## src/inc/tdm_chain_pkg.sv

```systemverilog
// Purpose: Shared constants for the chained TDM microphone link
// Assumes: One system clock; link clock sampled as ordinary input
// Notes:   Slot width is a plain choice, not a documented figure
package tdm_chain_pkg;
    localparam int unsigned MAX_SLOTS      = 16;
    localparam int unsigned SLOT_IDX_W     = 4;
    localparam int unsigned WORD_W         = 24;
    localparam int unsigned SLOT_BITS      = 32;
    localparam int unsigned BIT_CNT_W      = 5;
    localparam int unsigned FRAME_BITS     = MAX_SLOTS * SLOT_BITS;
    localparam int unsigned FRAME_CNT_W    = 9;
    localparam int unsigned SYS_CLK_HZ     = 40000000;
    localparam int unsigned LINK_CLK_HZ    = 5000000;
    localparam int unsigned HALF_DIV       = SYS_CLK_HZ / (2 * LINK_CLK_HZ);
    localparam int unsigned DIV_W          = 3;
    localparam int unsigned IDLE_EDGES     = 64;
    localparam int unsigned IDLE_CNT_W     = 7;
    localparam logic [SLOT_IDX_W-1:0] SLOT_RST = 4'h0;
endpackage

```

## src/inc/tdm_chain_if.sv

```systemverilog
// Purpose: Link wires between clock master and one microphone
// Assumes: Data line is shared; testbench resolves enables
// Notes:   One instance per microphone hop
`timescale 1ns/1ps
`default_nettype none
interface tdm_chain_if;
    logic bit_clk;
    logic word_sel;
    logic chain_trigger_out;
    logic sd_out;
    logic sd_oe;
    logic sd_in;
    modport mic (
        input  bit_clk,
        input  word_sel,
        output chain_trigger_out,
        output sd_out,
        output sd_oe,
        input  sd_in
    );
    modport master (
        output bit_clk,
        output word_sel,
        input  sd_in
    );
endinterface
`default_nettype wire

```

## src/tdm_mic_end.sv

```systemverilog
// Purpose: Microphone end: enumeration, buffered word, slot output
// Assumes: Link clock and select arrive async; sampled twice
// Notes:   Data changes on falling bit clock, master samples next fall
`timescale 1ns/1ps
`default_nettype none

module tdm_mic_end
    import tdm_chain_pkg::*;
(
    input  wire logic              clk,
    input  wire logic              sys_rst,
    tdm_chain_if.mic               link,
    input  wire logic [WORD_W-1:0] sample_word,
    output var  logic [SLOT_IDX_W-1:0] slot_index,
    output var  logic              synced,
    output var  logic              sample_strobe
);
    typedef enum logic [1:0] {ST_RESET, ST_ENUM, ST_RUN} state_t;

    state_t                 state;
    logic [1:0]             clk_sync;
    logic [1:0]             ws_sync;
    logic                   clk_prev;
    logic                   ws_prev;
    logic [IDLE_CNT_W-1:0]  idle_cnt;
    logic [FRAME_CNT_W-1:0] frame_pos;
    logic [BIT_CNT_W-1:0]   bit_pos;
    logic [WORD_W-1:0]      buffer;
    logic [WORD_W-1:0]      shifter;
    logic                   sending;
    logic                   trig;
    logic                   sd;
    logic                   oe;

    wire rise       = clk_sync[1] & ~clk_prev;
    wire fall       = ~clk_sync[1] & clk_prev;
    wire ws_edge    = rise & ws_sync[1] & ~ws_prev;
    wire clk_lost   = (idle_cnt == IDLE_CNT_W'(IDLE_EDGES)) & ~(rise | fall);
    wire [SLOT_IDX_W-1:0] pos_slot = frame_pos[FRAME_CNT_W-1 -: SLOT_IDX_W];
    wire slot_done  = sending & fall & (bit_pos == BIT_CNT_W'(SLOT_BITS-1));
    wire frame_wrap = rise & (frame_pos == FRAME_CNT_W'(FRAME_BITS-1));

    assign link.chain_trigger_out = trig;
    assign link.sd_out            = sd;
    assign link.sd_oe             = oe;

    // Two flops before any use of link inputs
    always_ff @(posedge clk or posedge sys_rst) begin
        if (sys_rst) begin
            clk_sync <= 2'h0;
            ws_sync  <= 2'h0;
            clk_prev <= 1'b0;
            ws_prev  <= 1'b0;
        end else begin
            clk_sync <= {clk_sync[0], link.bit_clk};
            ws_sync  <= {ws_sync[0], link.word_sel};
            clk_prev <= clk_sync[1];
            if (rise) ws_prev <= ws_sync[1];
        end
    end

    // Watchdog on link clock activity
    always_ff @(posedge clk or posedge sys_rst) begin
        if (sys_rst) idle_cnt <= '0;
        else if (rise | fall) idle_cnt <= '0;
        else if (!clk_lost) idle_cnt <= idle_cnt + 1'b1;
    end

    // Frame position counter from the shared bit clock
    always_ff @(posedge clk or posedge sys_rst) begin
        if (sys_rst) frame_pos <= '0;
        else if (rise)
            frame_pos <= frame_pos + 1'b1;
        else if (state == ST_RESET) frame_pos <= '0;
    end

    // Sequencing: reset, enumerate, run
    always_ff @(posedge clk or posedge sys_rst) begin
        if (sys_rst) begin
            state      <= ST_RESET;
            slot_index <= SLOT_RST;
            synced     <= 1'b0;
        end else if (clk_lost) begin
            state  <= ST_RESET;
            synced <= 1'b0;
        end else begin
            unique case (state)
                ST_RESET: if (rise) state <= ST_ENUM;
                ST_ENUM: if (ws_edge) begin
                    // Own select arrives at the count of slots ahead
                    slot_index <= pos_slot;
                    state      <= ST_RUN;
                    synced     <= 1'b1;
                end
                ST_RUN: ;
            endcase
        end
    end

    // Frame start shared by all mics: word captured at one instant
    always_ff @(posedge clk or posedge sys_rst) begin
        if (sys_rst) begin
            buffer        <= '0;
            sample_strobe <= 1'b0;
        end else begin
            sample_strobe <= frame_wrap & (state == ST_RUN);
            if (frame_wrap && state == ST_RUN)
                buffer <= sample_word;
        end
    end

    // Slot output and trigger forwarding
    always_ff @(posedge clk or posedge sys_rst) begin
        if (sys_rst) begin
            sending <= 1'b0;
            bit_pos <= '0;
            shifter <= '0;
            trig    <= 1'b0;
            sd      <= 1'b0;
            oe      <= 1'b0;
        end else if (state != ST_RUN && state != ST_ENUM) begin
            sending <= 1'b0;
            trig    <= 1'b0;
            oe      <= 1'b0;
            sd      <= 1'b0;
        end else begin
            if (ws_edge && !sending) begin
                sending <= 1'b1;
                bit_pos <= '0;
                shifter <= buffer;
            end else if (sending && fall) begin
                oe      <= (state == ST_RUN);
                sd      <= shifter[WORD_W-1];
                shifter <= {shifter[WORD_W-2:0], 1'b0};
                bit_pos <= bit_pos + 1'b1;
            end
            if (slot_done) begin
                sending <= 1'b0;
                oe      <= 1'b0;
                sd      <= 1'b0;
                trig    <= 1'b1;
            end else if (trig && fall) begin
                trig <= 1'b0;
            end
        end
    end
endmodule
`default_nettype wire

```

## src/flat_wrapper.sv

```systemverilog
// flat-port wrapper written by rule: the top's interface ports become plain ports
module tdm_mic_end_flat import tdm_chain_pkg::*;
  (clk, sys_rst, sample_word, slot_index, synced, sample_strobe, link_bit_clk, link_word_sel, link_chain_trigger_out, link_sd_out, link_sd_oe, link_sd_in);
  tdm_chain_if link_i ();
  input  wire logic clk;
  input  wire logic sys_rst;
  input  wire logic [WORD_W-1:0] sample_word;
  output var  logic [SLOT_IDX_W-1:0] slot_index;
  output var  logic synced;
  output var  logic sample_strobe;
  input wire logic [$bits(link_i.bit_clk)-1:0] link_bit_clk;
  input wire logic [$bits(link_i.word_sel)-1:0] link_word_sel;
  output wire logic [$bits(link_i.chain_trigger_out)-1:0] link_chain_trigger_out;
  output wire logic [$bits(link_i.sd_out)-1:0] link_sd_out;
  output wire logic [$bits(link_i.sd_oe)-1:0] link_sd_oe;
  input wire logic [$bits(link_i.sd_in)-1:0] link_sd_in;
  assign link_i.bit_clk = link_bit_clk;
  assign link_i.word_sel = link_word_sel;
  assign link_chain_trigger_out = link_i.chain_trigger_out;
  assign link_sd_out = link_i.sd_out;
  assign link_sd_oe = link_i.sd_oe;
  assign link_i.sd_in = link_sd_in;
  tdm_mic_end u_core (.clk(clk), .sys_rst(sys_rst), .link(link_i), .sample_word(sample_word), .slot_index(slot_index), .synced(synced), .sample_strobe(sample_strobe));
endmodule
```

## config.mk

```make
export PLATFORM = sky130hd
export DESIGN_NAME = tdm_mic_end_flat
export DESIGN_NICKNAME = d
export VERILOG_FILES = /design/src/inc/tdm_chain_pkg.sv /design/src/inc/tdm_chain_if.sv /design/src/tdm_mic_end.sv /design/src/flat_wrapper.sv
export SDC_FILE = /design/constraint.sdc
export NUM_CORES = 1
export LEC_CHECK = 0
export BUFFER_PORTS_ARGS = -buffer_cell sky130_fd_sc_hd__buf_2
export CORE_ASPECT_RATIO = 1.4
export CORE_MARGIN = 10
export CORE_UTILIZATION = 63
export DETAILED_ROUTE_END_ITERATION = 6
export PLACE_DENSITY = 0.84
export SETUP_SLACK_MARGIN = 0.05
export SYNTH_ARGS = -nofsm -noshare
export SYNTH_HDL_FRONTEND = slang
export SYNTH_SLANG_ARGS = --single-unit
```

## constraint.sdc

```tcl
create_clock -name clk -period 9.6 [get_ports clk]
set_clock_uncertainty 0.2 [all_clocks]
set_input_delay 2.4 -clock clk [delete_from_list [all_inputs] [get_ports clk]]
set_output_delay 2.4 -clock clk [all_outputs]
set_load 0.05 [all_outputs]
```

Word level (Yosys, flattened, before mapping). Index checks and enable logic that the tools add are counted.

Input bits: 29. Bits in writable memories: 0. Bits in read-only memories: 0. Output and inout bits: 9. Memories kept: 0. Word-level logic and storage cells: 96. Flip-flop bits (word level): 87. Bits in latches: 0.

Bitwise operators: 16. Multiplexer cells: 29. Div/mod/pow operators: 0. Equality and inequality tests: 11. $mul: 0. Reductions and logical operators: 20. Add/subtract/negate cells: 3. Order comparisons: 0. Shifts and indexed selects: 0.

Operators by type and width (count): 2-to-1 mux 24 bit (2); 2-to-1 mux 9 bit (2); 2-to-1 mux 1 bit (17); 2-to-1 mux 7 bit (2); nonzero test 3 bit (4); 2-to-1 mux 5 bit (2); adder 9 x 1 -> 9 bit, second input constant (1); bitwise AND 1 bit (9); equality test 9 bit, second input constant (1); inequality test 3 x 1 -> 1 bit, second input constant (3); nonzero test 2 bit (4); adder 7 x 1 -> 7 bit, second input constant (1); equality test 7 bit, second input constant (1); 2-to-1 mux 2 bit (3); inverter 1 bit (6); AND reduction 2 bit (3); AND reduction 3 bit (2); adder 5 x 1 -> 5 bit, second input constant (1); equality test 5 bit, second input constant (1); logical AND 1 bit (5); inequality test 2 bit, second input constant (2); case mux 2 bit (2 select lines) (1); equality test 2 x 1 -> 1 bit, second input constant (1); equality test 2 bit, second input constant (1); other kinds (4) (4).

Depth between registers and ports, before layout.
Depth in word-level cells: 8. Depth in mapped cells: 7. Depth with buffers taken out: 6.

Least setup slack after synthesis. Ideal clock, no wire load.

Path kind: register to output. Start point: reg u_core.trig (netlist: u_core.link.chain_trigger_out). End point: out link_chain_trigger_out. Buffers on the path: 0. Arrival: 0.601 ns. Path slack: 6.399 ns. Cell stages (with the launch flop): 1. Path through: dfrtp_1.

RTL lines: start: declaration (line tdm_mic_end.sv:31) `logic trig;`; start signal: assignment (line tdm_mic_end.sv:118) `trig <= 1'b0;`; start signal: assignment (line tdm_mic_end.sv:123) `trig <= 1'b0;`; start signal: assignment (line tdm_mic_end.sv:141) `trig <= 1'b1;`; end: declaration (line flat_wrapper.sv:13) `output wire logic [$bits(link_i.chain_trigger_out)-1:0] link_chain_trigger_out;`.

No word-level cell between the ends.

Worst setup path after layout.
Start point: reg u_core.oe (netlist: u_core.link.sd_oe). End point: out link_sd_oe.

RTL lines: start: declaration (line tdm_mic_end.sv:33) `logic oe;`; start signal: assignment (line tdm_mic_end.sv:132) `oe <= (state == ST_RUN);`; end: declaration (line flat_wrapper.sv:15) `output wire logic [$bits(link_i.sd_oe)-1:0] link_sd_oe;`.

No word-level cell between the ends.

==> results.cfg <==
[place]
dpl.hpwl_mm = 4.66
port_buffers = 36
gp_congestion = 0.807

[routing]
drtIter0Drc = 115
vias = 2463
vias_per_cell = 5.92
remaining_drc_errors = 0
ant_nets = 0
wire_per_inst_um = 16.5
dr.pass1.iters = 4
wl_mm = 6.86

[timing]
fin_crit_sh_pct = 37.5
hold_slack_ns = 0.154
min_period_ns = 3.60
max_freq_mhz = 278
relSlewSlack_pct = 30.0
rsz0062_at_grt = no
tns_ns = 0
report.final.slew_viol_count = 0
tightest_slew_ns = 1.05
setup_viol = 0
final-hold-violation-count = 0

[clocking]
cts.sinks = 87
clk_latency_ns = 0.35
numCtsBuffers = 9
cts_root_buf = clkbuf_8
cts_setup_buffers = 0
clkTransAtPathRegs_ns = 0.09
clk_path_buf_depth = 2
tritoncts = built
cts_hold_buf = 0
cts.htree.levels = 3
cts_resized = 0

[pwr]
p_sw_share_pct = 28.7
p_sw_w = 0.000278
power_density_mw_per_mm2 = 226
vdd_ir_drop_max_mv = 0.164
leakage_nw = 1.91
power_frac_comb_pct = 19.7
seq_power_share_pct = 50.8
p_int_w = 0.000689
p_clk_share_pct = 29.5

[layout]
final_common_cell = dfrtp_1
area_delta_synth_final_pct = 12.3
layout_common_cells = dfrtp_1 (87), buf_2 (36), mux2_2 (30), o32a_1 (23), o21a_1 (23)
diodes = 0
drive_gt1_share_pct = 26.6
nNetsFinal = 381

[yosys]
synth_ff_type = dfrtp_1
syn_avg_cell_area_sq_um = 12.5
syn_inst = 305
synthMuxAreaShare_pct = 10.2
synth_edf_count = 0
ys_warn_count = 0
synth_top_family_by_area = compound AO/OA/AOI/OAI gates
ys_ff_latch = 87
synthArstFlopShare_pct = 100
ys_types = 40
netlist_area_sq_mm = 0.00381
synth_seq_area_share_pct = 57.2
synth-xor-area-share_pct = 0.920
synth-simple-area-share_pct = 9.20
syn_nets = 345
synthAdderAreaFrac_pct = 3.61
synth-compound-area-share_pct = 16.1

[floorplan]
start_util_pct = 64.9
die_x_um = 85.7
dieArea_sq_mm = 0.00960
core_sq_mm = 0.00586
num_io_pins = 38
die_h_um = 112
rows = 33

[critical_path]
critPathTopFamily = flip-flops
max_stage_delay_ns = 0.37
critPathCaptureType = output port
crit_slowest_cell = dfrtp_1
r2r_slack_ns = 6.83
path_buf_inv = 1
path_max_fanout = 2
worstPathCellList = buf_2
setup.worst_path.class = flop to output port
critPathRequiredTime_ns = 7.00
cp.arrival_ns = 1.00
start_kind = flop

[grt]
overflow = 0
antenna_found_initial = 0
grt.total_usage_pct = 15.1
grt_pass1_vias = 2712
grt_pass1_wl_mm = 12.2
grt_max_degree = 88

[run]
drv_cap = 0

[run_status]
status = finished clean

[hold_path]
hold_path_class = flop to flop
-- path summary, 6_finish.rpt --
path                       cells after the start                 to               from
setup / recovery                               1         link_sd_oe  u_core.link.sd_oe
hold / removal                                 0  u_core.ws_sync[1]  u_core.ws_sync[0]
setup reg to reg                               6  u_core.bit_pos[0]    u_core.clk_prev
hold reg to reg                                0  u_core.ws_sync[1]  u_core.ws_sync[0]
max in group asynchronous                      3  u_core.buffer[23]            sys_rst
min in group asynchronous                      3  u_core.ws_sync[1]            sys_rst
-- worst reg2reg max path: stages, from the launching register on --
cell      delay [ns]
dfrtp_1         0.40
inv_1           0.07
ha_1            0.54
nand3b_1        0.16
buf_4           0.26
o21ai_2         0.81
mux2i_1         0.17
-- metal layers --
layer / part of all wire [%] / vias to the layer above / track usage [%] / routed length [um]
met1: 43 / 1233 / 17.2 / 2960
met5: 0 / - / 0 / 0
met4: 1.4 / 0 / 4.63 / 93
met3: 3.6 / 7 / 4.81 / 248
li1: - / 1188 / - / -
met2: 52 / 35 / 26.1 / 3550
-- cell usage after synthesis, types with 2 or more instances --
library cell | n | share of area, %
a21boi_0 | 3 | 0.59
a21oi_1 | 5 | 0.66
and2_1 | 2 | 0.33
and3_1 | 2 | 0.33
and3b_1 | 2 | 0.46
buf_1 | 3 | 0.30
buf_2 | 9 | 1.2
clkbuf_1 | 4 | 0.39
dfrtp_1 | 87 | 57
ha_1 | 11 | 3.6
inv_1 | 9 | 0.89
mux2_2 | 30 | 8.9
mux2i_1 | 5 | 1.3
nand2_1 | 22 | 2.2
nand2b_1 | 5 | 0.82
nand3_1 | 11 | 1.4
nand3b_1 | 2 | 0.39
nand4_1 | 4 | 0.66
nand4b_1 | 2 | 0.46
nor2_1 | 8 | 0.79
nor3_1 | 2 | 0.26
o211ai_1 | 4 | 0.79
o21a_1 | 23 | 4.5
o21ai_0 | 8 | 1.1
o31ai_1 | 3 | 0.59
o32a_1 | 23 | 6.0
xnor2_1 | 3 | 0.69
-- stage by stage --
step | std cells | area, sq um | setup WS [ns] | power (W) | util [%]
final | 416 | 4270 | 6.00 | 0.000966 | 72.9
after global routing | 416 | 4270 | 5.96 | 0.00102 | 72.9
after CTS | 416 | 4270 | 5.99 | 0.000974 | 72.9
after detailed placement | 400 | 4040 | 5.91 | 0.000688 | 69.0
after global placement | 400 | 4040 | 5.92 | 0.000675 | 69.0
after floorplan | 305 | 3810 | 4.75 | 0.000639 | -
-- final cells by class --
| cell class | count | area (sq um) |
|---|---|---|
| tap | 70 | 87.6 |
| multi-input combinational | 193 | 1530 |
| sequential | 87 | 2180 |
| clock buffer | 11 | 151 |
| inverter | 9 | 35.0 |
| clock inverter | 5 | 80.1 |
| timing repair buffer | 41 | 218 |
| fill | 405 | 1590 |
-- state kept, by name (all words and copies together), names as in the netlist --
signal,flops
u_core.buffer,24
u_core.shifter,24
u_core.frame_pos,9
u_core.idle_cnt,7
u_core.bit_pos,5
u_core.slot_index,4
u_core.clk_sync,2
u_core.state,2
u_core.ws_sync,2
u_core.clk_prev,1
u_core.link.chain_trigger_out,1
u_core.link.sd_oe,1
u_core.link.sd_out,1
u_core.sample_strobe,1
u_core.sending,1
u_core.synced,1
u_core.ws_prev,1
-- power by group through the flow --
| stage | sequential, W | clock, W | combinational, W |
|---|---|---|---|
| CTS | 0.000490 | 0.000291 | 0.000193 |
| global route | 0.000500 | 0.000306 | 0.000212 |
| global placement | 0.000492 | 0 | 0.000184 |
| floorplan | 0.000489 | 0 | 0.000150 |
| detailed placement | 0.000496 | 0 | 0.000192 |
| finish | 0.000491 | 0.000285 | 0.000190 |
-- cell families (layout without fill, tap and decap cells) --
kind of cell,after synthesis,in the layout
buffers and inverters,25,66
AO/OA/AOI/OAI,76,76
multiplexers,35,35
flip-flops,87,87
AND/OR/NAND/NOR,67,67
adder cells (fa/ha/maj),11,11
XOR/XNOR,4,4
No activity file was read; power rests on OpenSTA's default activity.
